===== config.mk =====
export PLATFORM = sky130hd
export DESIGN_NAME = remappable_pin_select
export DESIGN_NICKNAME = d
export VERILOG_FILES = /design/src/hw/fault_input_route.v /design/src/hw/remappable_pin_select.v
export VERILOG_INCLUDE_DIRS = /design/src /design/src/hw
export SDC_FILE = /design/constraint.sdc
export NUM_CORES = 1
export LEC_CHECK = 0
export ABC_CLOCK_PERIOD_IN_PS = 2700
export BUFFER_PORTS_ARGS = -buffer_cell sky130_fd_sc_hd__buf_2
export CORE_UTILIZATION = 40
export CTS_CLUSTER_SIZE = 25
export DETAILED_ROUTE_END_ITERATION = 8
export GPL_TIMING_DRIVEN = 1
export SYNTH_ARGS = -nofsm -noshare
export SYNTH_HDL_FRONTEND = slang
export SYNTH_SLANG_ARGS = --single-unit

===== constraint.sdc =====
create_clock -name ref_clk -period 2.7 [get_ports ref_clk]
set_input_delay 0.27 -clock ref_clk [delete_from_list [all_inputs] [get_ports ref_clk]]
set_output_delay 0.27 -clock ref_clk [all_outputs]
set_load 0.02 [all_outputs]

===== src/hw/pin_select_defines.vh =====
`ifndef PIN_SELECT_DEFINES_VH
`define PIN_SELECT_DEFINES_VH
// ==========================================================
// register offsets (word index on the plain register port)
`define FAULT_INPUT_PIN_MAP_ADDR 4'h0
`define OUTPUT_MAP_PINS_14_15_ADDR 4'h1
`define OUTPUT_MAP_PINS_16_17_ADDR 4'h2
`define OUTPUT_MAP_PINS_26_27_ADDR 4'h3
`define OUTPUT_MAP_PINS_28_29_ADDR 4'h4
// ==========================================================
// field layout of every mapping register
`define SEL_HI_MSB 13
`define SEL_HI_LSB 8
`define SEL_LO_MSB 5
`define SEL_LO_LSB 0
`define SEL_W 6
// ==========================================================
// reset values and special codes
`define IN_SEL_RESET 6'h3F
`define OUT_SEL_RESET 6'h00
`define IN_SEL_GROUND 6'h3F
`endif


===== src/hw/fault_input_route.v =====
`default_nettype none
// ==========================================================
// one fault input steered from a remappable pin
module fault_input_route #(
	parameter SEL_W = 6,
	parameter PIN_COUNT = 64
) (
	input wire [SEL_W-1:0] pin_selector,
	input wire [PIN_COUNT-1:0] remappable_pin_n,
	output wire fault_out
);
	// all-ones code means tied to ground, never pin 63
	assign fault_out = (&pin_selector) ? 1'b0 : remappable_pin_n[pin_selector];
endmodule // fault_input_route
`default_nettype wire


===== src/hw/remappable_pin_select.v =====
// Implementation choices: strobed register access and the register offsets.
`include "pin_select_defines.vh"
`default_nettype none
module remappable_pin_select #(
	parameter PIN_COUNT = 64,
	parameter FUNC_COUNT = 64
) (
	input wire ref_clk,
	input wire resetn,
	input wire [3:0] reg_addr,
	input wire [15:0] reg_wdata,
	input wire reg_write,
	input wire reg_read,
	output reg [15:0] reg_rdata,
	input wire [PIN_COUNT-1:0] remappable_pin_n,
	output wire pwm_fault_input_five,
	output wire pwm_fault_input_four,
	input wire [FUNC_COUNT-1:0] peripheral_function_out,
	output wire [7:0] mapped_pin_out
);
	// ==========================================================
	// selector storage
	reg [5:0] fault_five_pin_selector_q;
	reg [5:0] fault_four_pin_selector_q;
	reg [5:0] pin15_function_selector_q;
	reg [5:0] pin14_function_selector_q;
	reg [5:0] pin17_function_selector_q;
	reg [5:0] pin16_function_selector_q;
	reg [5:0] pin27_function_selector_q;
	reg [5:0] pin26_function_selector_q;
	reg [5:0] pin29_function_selector_q;
	reg [5:0] pin28_function_selector_q;
	reg [15:0] rdata_d;
	wire [5:0] w_hi;
	wire [5:0] w_lo;
	assign w_hi = reg_wdata[`SEL_HI_MSB:`SEL_HI_LSB];
	assign w_lo = reg_wdata[`SEL_LO_MSB:`SEL_LO_LSB];

	// ==========================================================
	// address decode
	// one compare per register, shared by the write and read paths
	// a hit alone moves nothing; the strobe decides
	wire hit_fault_map;
	wire hit_map_14_15;
	wire hit_map_16_17;
	wire hit_map_26_27;
	wire hit_map_28_29;
	assign hit_fault_map = (reg_addr == `FAULT_INPUT_PIN_MAP_ADDR);
	assign hit_map_14_15 = (reg_addr == `OUTPUT_MAP_PINS_14_15_ADDR);
	assign hit_map_16_17 = (reg_addr == `OUTPUT_MAP_PINS_16_17_ADDR);
	assign hit_map_26_27 = (reg_addr == `OUTPUT_MAP_PINS_26_27_ADDR);
	assign hit_map_28_29 = (reg_addr == `OUTPUT_MAP_PINS_28_29_ADDR);

	// write enables; addresses 5 to 15 match nothing, so such writes are dropped
	wire wr_fault_map;
	wire wr_map_14_15;
	wire wr_map_16_17;
	wire wr_map_26_27;
	wire wr_map_28_29;
	assign wr_fault_map = reg_write & hit_fault_map;
	assign wr_map_14_15 = reg_write & hit_map_14_15;
	assign wr_map_16_17 = reg_write & hit_map_16_17;
	assign wr_map_26_27 = reg_write & hit_map_26_27;
	assign wr_map_28_29 = reg_write & hit_map_28_29;

	// ==========================================================
	// register writes; unused bits 15-14 and 7-6 are simply not stored
	// fault input map; all-ones start keeps both fault inputs grounded
	always @(posedge ref_clk or negedge resetn)
	begin
		if (!resetn)
		begin
			fault_five_pin_selector_q <= `IN_SEL_RESET;
			fault_four_pin_selector_q <= `IN_SEL_RESET;
		end
		else if (wr_fault_map)
		begin
			fault_five_pin_selector_q <= w_hi;
			fault_four_pin_selector_q <= w_lo;
		end
	end

	// first output map, pins 14 and 15
	always @(posedge ref_clk or negedge resetn)
	begin
		if (!resetn)
		begin
			pin15_function_selector_q <= `OUT_SEL_RESET;
			pin14_function_selector_q <= `OUT_SEL_RESET;
		end
		else if (wr_map_14_15)
		begin
			pin15_function_selector_q <= w_hi;
			pin14_function_selector_q <= w_lo;
		end
	end

	// second output map, pins 16 and 17
	always @(posedge ref_clk or negedge resetn)
	begin
		if (!resetn)
		begin
			pin17_function_selector_q <= `OUT_SEL_RESET;
			pin16_function_selector_q <= `OUT_SEL_RESET;
		end
		else if (wr_map_16_17)
		begin
			pin17_function_selector_q <= w_hi;
			pin16_function_selector_q <= w_lo;
		end
	end

	// third output map, pins 26 and 27
	always @(posedge ref_clk or negedge resetn)
	begin
		if (!resetn)
		begin
			pin27_function_selector_q <= `OUT_SEL_RESET;
			pin26_function_selector_q <= `OUT_SEL_RESET;
		end
		else if (wr_map_26_27)
		begin
			pin27_function_selector_q <= w_hi;
			pin26_function_selector_q <= w_lo;
		end
	end

	// fourth output map, pins 28 and 29
	always @(posedge ref_clk or negedge resetn)
	begin
		if (!resetn)
		begin
			pin29_function_selector_q <= `OUT_SEL_RESET;
			pin28_function_selector_q <= `OUT_SEL_RESET;
		end
		else if (wr_map_28_29)
		begin
			pin29_function_selector_q <= w_hi;
			pin28_function_selector_q <= w_lo;
		end
	end

	// ==========================================================
	// read words; the unused bits 15-14 and 7-6 are tied to zero here
	wire [15:0] word_fault_map;
	wire [15:0] word_map_14_15;
	wire [15:0] word_map_16_17;
	wire [15:0] word_map_26_27;
	wire [15:0] word_map_28_29;
	assign word_fault_map = {2'b00, fault_five_pin_selector_q, 2'b00, fault_four_pin_selector_q};
	assign word_map_14_15 = {2'b00, pin15_function_selector_q, 2'b00, pin14_function_selector_q};
	assign word_map_16_17 = {2'b00, pin17_function_selector_q, 2'b00, pin16_function_selector_q};
	assign word_map_26_27 = {2'b00, pin27_function_selector_q, 2'b00, pin26_function_selector_q};
	assign word_map_28_29 = {2'b00, pin29_function_selector_q, 2'b00, pin28_function_selector_q};

	// read mux; unmapped addresses and idle cycles give zero
	always @*
	begin
		rdata_d = 16'h0000;
		if (reg_read)
		begin
			if (hit_fault_map)
				rdata_d = word_fault_map;
			else if (hit_map_14_15)
				rdata_d = word_map_14_15;
			else if (hit_map_16_17)
				rdata_d = word_map_16_17;
			else if (hit_map_26_27)
				rdata_d = word_map_26_27;
			else if (hit_map_28_29)
				rdata_d = word_map_28_29;
		end
	end

	// ==========================================================
	// read data valid only the cycle after the strobe
	// registered so the bus sees a settled word, at the cost of one cycle
	always @(posedge ref_clk or negedge resetn)
	begin
		if (!resetn)
			reg_rdata <= 16'h0000;
		else
			reg_rdata <= rdata_d;
	end

	// ==========================================================
	// fault input steering
	// one router per fault input; both watch the same pin vector
	fault_input_route #(.SEL_W(`SEL_W), .PIN_COUNT(PIN_COUNT)) u_fault_five (
		.pin_selector(fault_five_pin_selector_q),
		.remappable_pin_n(remappable_pin_n),
		.fault_out(pwm_fault_input_five)
	);
	fault_input_route #(.SEL_W(`SEL_W), .PIN_COUNT(PIN_COUNT)) u_fault_four (
		.pin_selector(fault_four_pin_selector_q),
		.remappable_pin_n(remappable_pin_n),
		.fault_out(pwm_fault_input_four)
	);

	// ==========================================================
	// output function steering; order 14,15,16,17,26,27,28,29
	// combinational so a function change reaches the pin at once
	// first output map: pins 14 and 15
	assign mapped_pin_out[0] = peripheral_function_out[pin14_function_selector_q];
	assign mapped_pin_out[1] = peripheral_function_out[pin15_function_selector_q];

	// second output map: pins 16 and 17
	assign mapped_pin_out[2] = peripheral_function_out[pin16_function_selector_q];
	assign mapped_pin_out[3] = peripheral_function_out[pin17_function_selector_q];

	// third output map: pins 26 and 27
	assign mapped_pin_out[4] = peripheral_function_out[pin26_function_selector_q];
	assign mapped_pin_out[5] = peripheral_function_out[pin27_function_selector_q];

	// fourth output map: pins 28 and 29
	assign mapped_pin_out[6] = peripheral_function_out[pin28_function_selector_q];
	assign mapped_pin_out[7] = peripheral_function_out[pin29_function_selector_q];
endmodule // remappable_pin_select
`default_nettype wire


**Yosys cells after proc, flatten, opt, wreduce, memory -nomap -nowiden**

Cells that the tools add are included.

- Register bits: 76
- Input port bits: 152
- Output and inout bits: 26
- Logic and storage cells: 61

- $lt $le $gt $ge: 10
- Eq/ne operators: 4
- Multiplexer cells: 28
- Bitwise operators: 5
- Reductions and logical operators: 3

Operators with widths:

| kind | number |
|---|---|
| $mux W14 | 6 |
| $lt A6 B7 Y1 const B | 10 |
| $bmux W1 S6 | 10 |
| $mux W1 | 12 |
| $reduce_and A6 Y1 | 2 |
| $eq A4 B2 Y1 const B | 2 |
| $and A1 B1 Y1 | 5 |
| $eq A4 B1 Y1 const B | 1 |
| $eq A4 B3 Y1 const B | 1 |
| $logic_not A4 Y1 | 1 |

**Logic depth before layout (Yosys ltp)**

- Depth after elaboration: 7
- Depth in mapped cells: 7
- Gate-level depth less buffers: 5

**Cells and area by module**

Synthesis repeated with hierarchy kept, for this count alone.

- Cells, all modules: 706
- Area, all modules: 8635.8 µm²

By module, submodules not included:

| module | times used | cells each | area an instance (µm²) | sequential area each (µm²) |
|---|---|---|---|---|
| remappable_pin_select | 1 | 574 | 7354.6 | 1816.7 |
| fault_input_route | 2 | 66 | 640.6 | 0.0 |

**Least setup slack after synthesis**

OpenSTA, ideal clock, no wires.

- Path type: register -> output
- Start: register fault_five_pin_selector_q[0]
- End: output port pwm_fault_input_five
- Arrival time: 2062 ps
- Data required time: 2430 ps
- Path slack: 368 ps
- Cell stages (with the launch flop): 8
- Buffers on the path: 2
- Cells stage by stage: dfstp_2 > buf_6 > buf_12 > mux4_2 > nor2b_4 > a211oi_2 > a21oi_1 > a311o_1

- Word-level cells in the longest chain between the ends: 3
- Elaborated cells between the ends (all ways): 4
- Classes of those cells: 3 x mux; 1 x reduce/logical

RTL lines:

| element | line | source |
|---|---|---|
| from (decl) | remappable_pin_select.v:23 | `reg [5:0] fault_five_pin_selector_q;` |
| from (signal assigned) | remappable_pin_select.v:73 | `` fault_five_pin_selector_q <= `IN_SEL_RESET; `` |
| from (signal assigned) | remappable_pin_select.v:78 | `fault_five_pin_selector_q <= w_hi;` |
| $bmux W1 S6 | fault_input_route.v:13 | `assign fault_out = (&pin_selector) ? 1'b0 : remappable_pin_n[pin_selector];` |
| $mux W1 (not written as such) | fault_input_route.v:13 |  |
| $mux W1 * | fault_input_route.v:13 |  |
| to (decl) | remappable_pin_select.v:16 | `output wire pwm_fault_input_five,` |

Every way passes the cells marked *; elsewhere a longest branch is shown, timed or not. The select of a mux whose other input is x is not followed.

**Worst setup path after layout**

Same ends and word-level chain as after synthesis.

==> impl_metrics.ini <==
[synth]
ys_seq_elements = 72
synth_top_area_share_pct = 39.1
seq_area_frac_synth_pct = 21.3
synth.distinct_cells = 49
synth_top_flop_cell = dfrtp_1
yosys-top-cells-area = mux4_2, dfrtp_1, mux2_1
synth_edf_count = 0
yosysWarnings = 0
yosys.area.top_type = mux4_2
async_flop_share_pct = 100
synth_area_mm2 = 0.00851
syn_avg_cell_area_um2 = 13.9
synth_cells = 613

[die]
ioPinCount = 178
num_rows = 53
start_util_pct = 40.6
die_h_um = 148
die_w_um = 148
core_area_mm2 = 0.0210
die_area_mm2 = 0.0219

[power_and_ir_drop]
p_sw_share_pct = 37.9
switching_power_w = 0.00289
power_w = 0.00763
irDropWorstVdd_v = 0.000386
power_leakage_nw = 4.18
p_seq_share_pct = 26.6
power.internal_w = 0.00474
powerDensity_mw_per_mm2 = 717
share_comb_of_total_power_pct = 54.9
clockPowerShare_pct = 18.5

[clocking]
cts_tree = built
clk_pin_slew_ns = 0.06
clkLatencyLatePin_ns = 0.34
clockBufferDepth = 2
cts.sinks = 72
ctsRootBufferMaster = clkbuf_16
cts_made_buffers = 9
htreeDepth = 3

[critical_path]
required_ns = 2.43
criticalPathCategory = flop to output port
cp_max_fo = 13
regToRegSetupSlack_ns = 1.08
cpPeakStageDelay_ns = 0.56
cp.arrival_ns = 2.60
cp-start-kind = flop
crit_chain = buf_12 > mux4_1 > mux2i_1 > mux4_2 > a311oi_1 > a311o_1 > buf_2
cp_num_buf_inv = 2
crit_family = multiplexers
cp-end-kind = output port
crit_slowest_cell = mux4_1

[placed_design]
place_ws_ns = 0.103
portBuffers = 169
gp_congestion = 1.04
dp.final_hpwl_um = 22300
placed_area_mm2 = 0.00966

[finish]
seq_area_mm2 = 0.00183
nets = 944
multiInputGateArea_mm2 = 0.00642
layout_common_cells = buf_2, mux4_2, mux2_1
final_design_area_no_fill_mm2 = 0.0106
syn_to_final_growth_pct = 25.0
drive_gt1_share_pct = 59.6
filler_cell_count = 1829
layout_commonest_cell = buf_2

[timing]
setup_viol = 4
skew_ns = 0.00469
finalHoldViolations = 0
rsz0062_at_grt = true
finalCritPeriodShare_pct = 106
finalSetupTns_ns = -0.327
relSlewSlack_pct = 25.5
finalCriticalPeriod_ns = 2.87
tightest_slew_ns = 1.11
drv_slew = 0
setup_slack_ns = -0.174
fmax_mhz = 348

[route]
vias = 7466
ant_nets = 0
drc_errors = 0
post_drt_wl_per_cell_um = 28.6
drtIter0Drc = 812
viasPerCell = 6.96
wl_um = 30700
dr.pass1.iters = 5

[global_routing]
grt-ovfl-total = 0
grt_pass1_vias = 7441
grt_max_degree = 73
grt_util_all_layers_pct = 27.9
antenna_found_initial = 1
grt_pass1_wl_um = 45300

[min_path]
holdCritPathClass = input port to flop

[status]
violations = negative setup slack
status = finished, violations left

[flow_run]
max_cap_viol_count = 0
[cell type report]
cell class | instances | area share, %
antenna | 1 | 0.0235
clock inverter | 4 | 0.929
clock buffer | 12 | 2.41
timing repair buffer | 239 | 15.7
inverter | 6 | 0.212
multi-input combinational | 464 | 60.3
sequential | 72 | 17.2
tap | 275 | 3.23
[cells in the mapped netlist (9+ instances only)]
library cell and instances:
buf_4 9, mux4_2 148, nand2_1 25, dfstp_2 12
mux2i_1 60, o21ai_1 18, buf_6 10, buf_2 27
nor2b_1 19, clkbuf_1 18, nor2_1 15, dfrtp_1 60
mux2_1 59, mux4_1 19, a221oi_1 13
[cells by family (layout without fill, tap and decap cells)]
group / count (synthesis) / count (layout) / synth area share (%)
multiplexers: 293 / 293 / 60.8
flip-flops: 72 / 72 / 21.3
AND/OR/NAND/NOR: 94 / 94 / 6.08
AO/OA/AOI/OAI: 73 / 73 / 6.33
other: 1 / 5 / 0.0440
buffers and inverters: 80 / 261 / 5.41
[power by group through the flow]
stage / sequential (W) / clock [W] / combinational [W]
floorplan: 0.00148 / 0 / 0.00296
global placement: 0.00193 / 0 / 0.00354
detailed placement: 0.00195 / 0 / 0.00361
CTS: 0.00195 / 0.00144 / 0.00379
global route: 0.00206 / 0.00148 / 0.00442
finish: 0.00203 / 0.00141 / 0.00419
[state kept, by name, indices dropped and copies added (netlist names)]
register / cells
pin15_function_selector_q: 6
fault_four_pin_selector_q: 6
pin26_function_selector_q: 6
pin29_function_selector_q: 6
fault_five_pin_selector_q: 6
pin27_function_selector_q: 6
reg_rdata: 12
pin14_function_selector_q: 6
pin16_function_selector_q: 6
pin17_function_selector_q: 6
pin28_function_selector_q: 6
[stage by stage]
| step | std cells | utilization (%) | hold slack, ns |
|---|---|---|---|
| after CTS | 1056 | 48.8 | 0.202 |
| after floorplan | 616 | - | -0.0256 |
| final | 1073 | 50.8 | 0.213 |
| after global placement | 1020 | 46.1 | 0.323 |
| after global routing | 1072 | 50.8 | 0.226 |
| after detailed placement | 1020 | 46.1 | 0.331 |
[final timing paths]
path | start | end | cells past startpoint
max | fault_five_pin_selector_q[0]$_DFFE_PN1P_ | pwm_fault_input_five | 7
min | reg_wdata[11] | pin29_function_selector_q[3]$_DFFE_PN0P_ | 2
max reg2reg | pin27_function_selector_q[0]$_DFFE_PN0P_ | reg_rdata[8]$_DFF_PN0_ | 7
min reg2reg | pin28_function_selector_q[5]$_DFFE_PN0P_ | pin28_function_selector_q[5]$_DFFE_PN0P_ | 1
max in group asynchronous | resetn | fault_five_pin_selector_q[4]$_DFFE_PN1P_ | 3
min in group asynchronous | resetn | reg_rdata[3]$_DFF_PN0_ | 3
[worst register-to-register path, cell delays in order, from the launching register on]
cell and delay (ns):
dfrtp_2 0.44, buf_12 0.14, buf_16 0.13, buf_4 0.15
mux2i_1 0.14, o21ai_1 0.11, a221oi_1 0.28, nor2b_1 0.11
[metal layers]
layer,GRT usage (%),vias to the layer above,share of wire (%)
li1,-,2973,-
met1,36.5,3717,35
met2,45.7,676,48
met3,6.39,100,14
met4,9.43,0,3.2
met5,0,-,0
[repair_timing]
| item | CTS | global route |
|---|---|---|
| hold buffers | 1 | 0 |
| endpoints found under the setup margin | 7 | 8 |
| hold endpoints to repair | 60 | 0 |
| setup buffers | 18 | 12 |
| pin swaps | 3 | 11 |
| resized for setup | 20 | 55 |
| gates cloned | 1 | 4 |
No activity file was read; power rests on OpenSTA's default activity.
